### src/muldiv_pkg.sv
// Purpose: constants shared by the multiply/divide/accumulate coprocessor
// Assumes: 16-bit core data path, 7-bit mode word
// Notes:   operation codes and output selections as decoded by the coprocessor
package muldiv_pkg;
  localparam int unsigned DATA_W   = 16;
  localparam int unsigned RES_W    = 32;
  localparam int unsigned MODE_W   = 7;
  localparam int unsigned OP_LSB   = 0;
  localparam int unsigned OP_MSB   = 3;
  localparam int unsigned OUT_LSB  = 4;
  localparam int unsigned OUT_MSB  = 6;
  localparam logic [MODE_W-1:0] MODE_RESET = 7'h00;
  // operation field codes
  localparam logic [3:0] OP_INIT0  = 4'h0;
  localparam logic [3:0] OP_INIT1  = 4'h1;
  localparam logic [3:0] OP_INIT2  = 4'h2;
  localparam logic [3:0] OP_READ   = 4'h3;
  localparam logic [3:0] OP_MULU   = 4'h4;
  localparam logic [3:0] OP_MULS   = 4'h5;
  localparam logic [3:0] OP_MACU   = 4'h6;
  localparam logic [3:0] OP_MACS   = 4'h7;
  localparam logic [3:0] OP_DIVU   = 4'h8;
  localparam logic [3:0] OP_DIVS   = 4'h9;
  localparam logic [3:0] OP_INIT3  = 4'hA;
  // output field codes
  localparam logic [2:0] OUT_R0_LO = 3'h0;
  localparam logic [2:0] OUT_R0_HI = 3'h1;
  localparam logic [2:0] OUT_R1_LO = 3'h2;
  localparam logic [2:0] OUT_R1_HI = 3'h3;
  // flags ordered carry, overflow, zero, negative
  localparam logic [3:0] FLAGS_CLEAR = 4'h0;
  localparam logic [3:0] FLAGS_OVF   = 4'h4;
  // divider timing: cycles of the shift/subtract loop plus the fixup cycle
  localparam int unsigned DIV_STEPS  = 17;
  localparam logic [4:0]  DIV_CNT_W0 = 5'h00;
  typedef enum logic [2:0]
  {
    ST_IDLE = 3'b001,
    ST_DIV  = 3'b010,
    ST_FIX  = 3'b100
  } div_state_t;
endpackage : muldiv_pkg

### src/muldiv_coprocessor.sv
// Function
// - core writes a 7-bit mode word; it stays until the next mode write
// - register-source mode write takes source bits 6..0, ignores destination
// - mode bits 6..4 pick result half returned; codes 4..7 reserved
// - operation code 0 clears both result registers at the mode write
// - code 1 preload puts 16-bit value in result 0 low, zeroes high
// - code 2 preload loads 32 bits to result 0; code A to result 1
// - code 3 transfer returns selected half and changes nothing
// - codes 4 and 5 multiply two 16-bit operands into result 0
// - multiply transfer returns the half of the new product selected
// - multiply and accumulate finish in the transfer's own cycle
// - codes 6 and 7 add the 16x16 product into result 0; code 7 checks overflow
// - codes 8 and 9 divide 32 by 32 in 17 to 20 cycles
// - no zero-divisor or quotient-overflow handling; core avoids such operands
// - result 0 holds a product until later operation overwrites it
// - multiply returns flags all clear with its result half
// - division uses result 0 as dividend; quotient to 0, remainder to 1, flags clear
// - signed division remainder-low output returns an undefined value
// - only signed accumulate flags overflow as 0b0100; unsigned never does
// - each accumulate transfer adds its product; transfers may repeat freely
//
// Purpose: multiply, multiply-accumulate and divide coprocessor for a 16-bit core
// Assumes: transfer strobes are single-cycle and synchronous to i_sys_clk
// Notes:   o_busy stalls the core; o_result and o_flags are valid while o_done is high
`timescale 1ns/1ns
`default_nettype none
module muldiv_coprocessor
  import muldiv_pkg::*;
(
  input  wire logic              i_sys_clk,
  input  wire logic              i_nrst,
  input  wire logic              i_mode_write_transfer,
  input  wire logic              i_operand_transfer,
  input  wire logic              i_preload_transfer,
  input  wire logic [DATA_W-1:0] i_dest_operand,
  input  wire logic [DATA_W-1:0] i_src_operand,
  output logic                   o_busy,
  output logic                   o_done,
  output logic      [DATA_W-1:0] o_result,
  output logic      [3:0]        o_flags
);

  // ==========================================================================
  // state
  // ==========================================================================
  logic [MODE_W-1:0] mode_q, mode_d;
  logic [RES_W-1:0]  result_reg_zero_q, result_reg_zero_d;
  logic [RES_W-1:0]  result_reg_one_q, result_reg_one_d;
  logic [DATA_W-1:0] result_q, result_d;
  logic [3:0]        flags_q, flags_d;
  logic              done_q, done_d;
  div_state_t        state_q, state_d;
  // divider working registers: step count, shifting quotient and partial remainder
  logic [4:0]        cnt_q, cnt_d;
  logic [RES_W-1:0]  quo_q, quo_d;
  logic [RES_W:0]    rem_q, rem_d;
  logic [RES_W-1:0]  dvs_q, dvs_d;
  logic              neg_q_q, neg_q_d;
  logic              neg_r_q, neg_r_d;

  logic [3:0]          op;
  logic [2:0]          outsel;
  logic [RES_W-1:0]    src32;
  logic [RES_W-1:0]    prod;
  logic [RES_W-1:0]    mac_sum;
  logic                mac_ovf;
  logic                is_signed;
  logic [RES_W-1:0]    dvd_abs;
  logic [RES_W-1:0]    dvs_abs;
  logic [RES_W:0]      trial;
  logic [RES_W-1:0]    mul_a;
  logic [RES_W-1:0]    mul_b;
  logic [RES_W:0]      rem_mid;
  logic [RES_W-1:0]    quo_mid;
  logic [RES_W:0]      trial2;

  assign op     = mode_q[OP_MSB:OP_LSB];
  assign outsel = mode_q[OUT_MSB:OUT_LSB];
  assign src32  = {i_dest_operand, i_src_operand};

  // ==========================================================================
  // arithmetic
  // ==========================================================================
  // signed and unsigned products share one multiplier; sign picked by decoding op codes 5, 7 and 9
  always_comb
  begin
    is_signed = (op == OP_MULS) || (op == OP_MACS) || (op == OP_DIVS);
    // operands widened first so the product is sized at 32 bits, never at 16
    mul_a   = {{DATA_W{is_signed & i_dest_operand[DATA_W-1]}}, i_dest_operand};
    mul_b   = {{DATA_W{is_signed & i_src_operand[DATA_W-1]}}, i_src_operand};
    prod    = mul_a * mul_b;                          // low 32 bits fit either sign
    mac_sum = prod + result_reg_zero_q;
    // overflow when both addends share a sign the sum lacks
    mac_ovf = (op == OP_MACS) && (prod[RES_W-1] == result_reg_zero_q[RES_W-1])
              && (mac_sum[RES_W-1] != prod[RES_W-1]);
    dvd_abs = (is_signed && result_reg_zero_q[RES_W-1]) ? (~result_reg_zero_q + 32'h0000_0001) : result_reg_zero_q;
    dvs_abs = (is_signed && src32[RES_W-1]) ? (~src32 + 32'h0000_0001) : src32;
    // first of the two restoring steps taken in each divider cycle
    trial   = {rem_q[RES_W-1:0], quo_q[RES_W-1]} - {1'b0, dvs_q};
    if (!trial[RES_W])
    begin
      // shifted remainder covers the divisor: keep the difference, quotient bit 1
      rem_mid = trial;
      quo_mid = {quo_q[RES_W-2:0], 1'b1};
    end
    else
    begin
      // borrow: restore the shifted remainder, quotient bit 0
      rem_mid = {rem_q[RES_W-1:0], quo_q[RES_W-1]};
      quo_mid = {quo_q[RES_W-2:0], 1'b0};
    end
    // second step works on the first one's result within the same cycle
    trial2  = {rem_mid[RES_W-1:0], quo_mid[RES_W-1]} - {1'b0, dvs_q};
  end

  // selected half of a result pair, used for every returned value
  // reserved output codes fall back to result 0 low rather than returning junk
  function automatic logic [DATA_W-1:0] pick
  (
    input logic [2:0]       sel,
    input logic [RES_W-1:0] r0,
    input logic [RES_W-1:0] r1
  );
    logic [DATA_W-1:0] v;
    v = r0[DATA_W-1:0];
    unique case (sel)
      OUT_R0_LO: v = r0[DATA_W-1:0];
      OUT_R0_HI: v = r0[RES_W-1:DATA_W];
      OUT_R1_LO: v = r1[DATA_W-1:0];
      OUT_R1_HI: v = r1[RES_W-1:DATA_W];
      default:   v = r0[DATA_W-1:0];  // reserved output codes read result 0 low
    endcase
    return v;
  endfunction : pick

  // ==========================================================================
  // next-state logic
  // ==========================================================================
  // one process owns mode, results and divider so a transfer's effects stay atomic
  always_comb
  begin
    mode_d   = mode_q;
    result_reg_zero_d   = result_reg_zero_q;
    result_reg_one_d   = result_reg_one_q;
    result_d = result_q;
    flags_d  = flags_q;
    done_d   = 1'b0;
    state_d  = state_q;
    cnt_d    = cnt_q;
    quo_d    = quo_q;
    rem_d    = rem_q;
    dvs_d    = dvs_q;
    neg_q_d  = neg_q_q;
    neg_r_d  = neg_r_q;
    unique case (state_q)
      ST_IDLE:
      begin
        if (i_mode_write_transfer)
        begin
          mode_d = i_src_operand[MODE_W-1:0];
          // clearing happens at the mode write itself; no operand follows it
          if (i_src_operand[OP_MSB:OP_LSB] == OP_INIT0)
          begin
            result_reg_zero_d = '0;
            result_reg_one_d = '0;
          end
        end
        else if (i_preload_transfer)
        begin
          // reserved preload codes fall through and change nothing
          if (op == OP_INIT1)
            result_reg_zero_d = {{DATA_W{1'b0}}, i_src_operand};
          else if (op == OP_INIT2)
            result_reg_zero_d = src32;
          else if (op == OP_INIT3)
            result_reg_one_d = src32;
        end
        else if (i_operand_transfer)
        begin
          done_d = 1'b1;
          unique case (op)
            OP_MULU, OP_MULS:
            begin
              result_reg_zero_d   = prod;
              result_d = pick(outsel, prod, result_reg_one_q);
              flags_d  = FLAGS_CLEAR;
            end
            // accumulate keeps adding into result 0 for as long as the mode stays
            OP_MACU, OP_MACS:
            begin
              result_reg_zero_d   = mac_sum;
              result_d = pick(outsel, mac_sum, result_reg_one_q);
              flags_d  = mac_ovf ? FLAGS_OVF : FLAGS_CLEAR;
            end
            OP_DIVU, OP_DIVS:
            begin
              // divisor zero or overflowing quotient gives whatever falls out
              done_d  = 1'b0;
              state_d = ST_DIV;
              cnt_d   = DIV_CNT_W0;
              quo_d   = dvd_abs;
              rem_d   = '0;
              dvs_d   = dvs_abs;
              neg_q_d = is_signed && (result_reg_zero_q[RES_W-1] ^ src32[RES_W-1]);
              neg_r_d = is_signed && result_reg_zero_q[RES_W-1];
            end
            default:
            begin
              // read mode and reserved op codes only return a half
              result_d = pick(outsel, result_reg_zero_q, result_reg_one_q);
            end
          endcase
        end
      end
      ST_DIV:
      begin
        // two quotient bits a cycle: 16 cycles of steps keep the total in range
        if (!trial2[RES_W])
        begin
          rem_d = trial2;
          quo_d = {quo_mid[RES_W-2:0], 1'b1};
        end
        else
        begin
          rem_d = {rem_mid[RES_W-1:0], quo_mid[RES_W-1]};
          quo_d = {quo_mid[RES_W-2:0], 1'b0};
        end
        // the last step cycle counts DIV_STEPS - 2; the fixup cycle makes up the rest
        if (cnt_q == 5'(DIV_STEPS - 2))
          state_d = ST_FIX;
        cnt_d = cnt_q + 5'h01;
      end
      ST_FIX:
      begin
        // quotient negative when operand signs differ; remainder follows dividend
        result_reg_zero_d   = neg_q_q ? (~quo_q + 32'h0000_0001) : quo_q;
        result_reg_one_d   = neg_r_q ? (~rem_q[RES_W-1:0] + 32'h0000_0001) : rem_q[RES_W-1:0];
        // signed remainder-low output is undefined; it returns the computed value
        result_d = pick(outsel, result_reg_zero_d, result_reg_one_d);
        flags_d  = FLAGS_CLEAR;
        done_d   = 1'b1;
        state_d  = ST_IDLE;
      end
      default:
      begin
        state_d = ST_IDLE;
      end
    endcase
  end

  // ==========================================================================
  // registers
  // ==========================================================================
  // synchronous reset; every register loads its next value on every edge
  always_ff @(posedge i_sys_clk)
  begin
    if (!i_nrst)
    begin
      mode_q   <= MODE_RESET;
      result_reg_zero_q   <= '0;
      result_reg_one_q   <= '0;
      result_q <= '0;
      flags_q  <= FLAGS_CLEAR;
      done_q   <= 1'b0;
      state_q  <= ST_IDLE;
      cnt_q    <= DIV_CNT_W0;
      quo_q    <= '0;
      rem_q    <= '0;
      dvs_q    <= '0;
      neg_q_q  <= 1'b0;
      neg_r_q  <= 1'b0;
    end
    else
    begin
      mode_q   <= mode_d;
      result_reg_zero_q   <= result_reg_zero_d;
      result_reg_one_q   <= result_reg_one_d;
      result_q <= result_d;
      flags_q  <= flags_d;
      done_q   <= done_d;
      state_q  <= state_d;
      cnt_q    <= cnt_d;
      quo_q    <= quo_d;
      rem_q    <= rem_d;
      dvs_q    <= dvs_d;
      neg_q_q  <= neg_q_d;
      neg_r_q  <= neg_r_d;
    end
  end

  // ==========================================================================
  // outputs
  // ==========================================================================
  // done is a one-cycle pulse; result and flags hold until the next answer,
  // so a core that samples late still reads the last completed transfer
  // busy covers the whole division so the core holds its transfer
  assign o_busy   = (state_q != ST_IDLE);
  assign o_done   = done_q;
  assign o_result = result_q;
  assign o_flags  = flags_q;

endmodule : muldiv_coprocessor
`default_nettype wire

### config.mk
export PLATFORM = sky130hd
export DESIGN_NAME = muldiv_coprocessor
export DESIGN_NICKNAME = d
export VERILOG_FILES = /design/src/muldiv_pkg.sv /design/src/muldiv_coprocessor.sv
export SDC_FILE = /design/constraint.sdc
export NUM_CORES = 2
export LEC_CHECK = 0
export BUFFER_PORTS_ARGS = -buffer_cell sky130_fd_sc_hd__clkbuf_2
export CAP_MARGIN = 10
export CORE_UTILIZATION = 48
export DETAILED_ROUTE_END_ITERATION = 8
export HOLD_SLACK_MARGIN = 0.12
export PLACE_DENSITY = 0.77
export SYNTH_ARGS = -nofsm -noshare
export SYNTH_HDL_FRONTEND = slang
export SYNTH_SLANG_ARGS = --single-unit
### constraint.sdc
create_clock -name i_sys_clk -period 10.7 [get_ports i_sys_clk]
set_clock_uncertainty 0.05 [all_clocks]
set_input_delay 2.14 -clock i_sys_clk [delete_from_list [all_inputs] [get_ports i_sys_clk]]
set_output_delay 2.14 -clock i_sys_clk [all_outputs]
set_load 0.05 [all_outputs]
==> results.yml <==
drt:
  post-route-drc-count: 4
  first_pass_iters: 9
  wl_mm: 98.6
  first_iter_violations: 3225
  drtAntennaViolNets: 0
  viasPerCell: 6.22
  vias: 27204
  wl_per_cell_um: 22.6
grt:
  grt-ovfl-total: 0
  antenna_found_initial: 10
  gr-usage-all-layers: 0.326
  grt_max_degree: 93
  grt_pass1_wl_mm: 151
  first_global_vias: 25715
clock_network:
  holdBufCountCts: 0
  htree_levels: 4
  clock-sinks: 195
  insertion_delay_ns: 0.47
  cts-resized-gates: 0
  cts_buffer_depth: 2
  clk_pin_slew_ns: 0.08
  cts_root_buffer: "clkbuf_16"
  cts_tree: "done"
  cts_buffers: 17
  cts_setup_buffers: 0
timing:
  hold_viol: 0
  max_freq_ghz: 0.0989
  setup_violations: 0
  whs_ns: 0.424
  drv_slew: 0
  fin_crit_sh: 0.945
  tns_ns: 0
  period_needed_ns: 10.11
  rsz0062_at_grt: "no"
  tightest_slew_ns: 1.10
  slew_headroom: 0.262
place:
  globalplace.congestion: 1.03
  io_buffer_count: 55
  place_hpwl_mm: 77.6
  placed_cell_area_um2: 29800
synth:
  synth_ff_type: "dfxtp_1"
  yosys_warnings: 0
  syn_area_um2: 28600
  yosys.cell_types.count: 82
  yosysTopAreaCell: "fa_1"
  yosysSeqAreaShare: 0.136
  synth_top_area_frac: 0.199
  synth_edf_count: 0
  syn_inst: 3623
  synth_seq_cells: 195
  synthTopCellsByArea: "fa_1 20%, dfxtp_1 14%, ha_1 8.1%, nand2_1 5.5%, inv_1 5.0%"
  async_reset_ff_frac: 0
  synth.avg_cell_area_um2: 7.90
die:
  ios: 59
  design.die.area_um2: 60600
  die_y_um: 246
  core_um2: 59000
  die_x_um: 246
  start_util: 0.485
  rows: 89
setup_path:
  cp_max_fo: 17
  arrival_ns: 10.42
  crit_family: "adder cells"
  critPathLaunchType: "primary input"
  crit_type: "primary input to flip-flop"
  endpoint_kind: "flip-flop"
  r2r_cells: 33
  critical-path-max-stage-delay_ns: 0.60
  regToRegStartpoint: "mode_q[2]"
  timing.rr.end: "result_reg_zero_q[31]"
  cp_slowest_cell: "fa_1"
  cp_common_cell: "fa_1"
  critPathRequiredTime_ns: 11.01
  r2r_slack_ns: 1.09
  crit_buf_inv: 3
hold_path:
  hp-start: "o_result[8]"
  holdPathStages: 2
  hp-class: "flip-flop to flip-flop"
  min_delay_worst_endpoint: "o_result[8]"
run_status:
  failed_checks: "design-rule violations"
  status: "finished with violations"
run:
  maxCapViolCount: 0
final_layout:
  drive_gt1_frac: 0.0732
  syn_to_final_growth_pct: 6.37
  finalInstanceArea_um2: 30500
  nNetsFinal: 4089
## worst min-delay path, stage by stage (launching register included)
cell and delay, ns:
dfxtp_1 0.31, nand3_1 0.05, o21ai_0 0.06
## metrics by stage
step | instances | util | worst slack (ns)
global route | 4370 | 0.516 | 0.184
detailed placement | 4335 | 0.505 | 0.235
floorplan | 3625 | - | 0.409
finish | 4372 | 0.516 | 0.587
global placement | 4335 | 0.505 | 0.376
CTS | 4367 | 0.516 | 0.702
## cells in the mapped netlist (all sizes together), types with 67 or more instances
library cell and instances:
o211a 67, nand2 416, dfxtp 195, inv 379, and2 147, nor2 232, a21oi 263, xnor2 132
o21ai 213, fa 285, ha 186, clkbuf 194, xor2 112
## worst max path at each step
stage	startpoint	endpoint	cells after the start
floorplan	i_dest_operand[15]	result_reg_zero_q[31]	32
global placement	i_src_operand[2]	result_reg_zero_q[31]	34
detailed placement	i_dest_operand[10]	result_reg_zero_q[31]	30
CTS	i_dest_operand[10]	result_reg_zero_q[31]	30
global route	i_src_operand[5]	o_result[15]	34
finish	i_dest_operand[10]	result_reg_zero_q[31]	30
## layout by cell type, fill, tap and decap left out, types with 55 or more instances in the layout
cell	count
nand2_1	414
o21ai_0	204
inv_1	379
xor2_1	112
ha_1	186
fa_1	285
and2_1	146
xnor2_1	131
buf_4	103
a21oi_1	263
dfxtp_1	194
nor2_1	228
o211a_1	67
a211oi_1	55
## state kept, by name, indices dropped and copies added, names as in the netlist
register and count:
dvs_q 32, quo_q 32, o_done 1, state_q 3, neg_q_q 1, o_flags 1
rem_q 32, cnt_q 5, result_reg_one_q 32, mode_q 7, neg_r_q 1, result_reg_zero_q 32
o_result 16
## cell families (layout without fill, tap and decap cells)
group,count (synthesis),in the layout,share of synthesized area
AND/OR/NAND/NOR,1086,1086,0.181
AO/OA/AOI/OAI,959,959,0.222
buffers and inverters,600,569,0.0799
adder cells (fa/ha/maj),471,471,0.281
XOR/XNOR,244,244,0.0753
flip-flops,195,195,0.136
multiplexers,67,67,0.0247
other,1,8,0.000131
## cell type report
class | instances | area, um2
fill | 5658 | 28600
multi-input combinational | 2830 | 22500
sequential | 195 | 3910
inverter | 380 | 1430
timing repair buffer | 157 | 1040
tap | 773 | 967
clock buffer | 18 | 439
clock inverter | 14 | 171
antenna | 5 | 12.5
## metal layers
metal	global-route usage	share of wire	vias to the layer above
met5	0	0.00052	-
met3	0.0798	0.11	344
met2	0.486	0.43	1520
li1	-	-	12235
met4	0.171	0.060	8
met1	0.433	0.40	13097
Power is left out: the tool's default activity adds up to more than one toggle a clock period on the data nets, which glitch-free logic cannot reach.
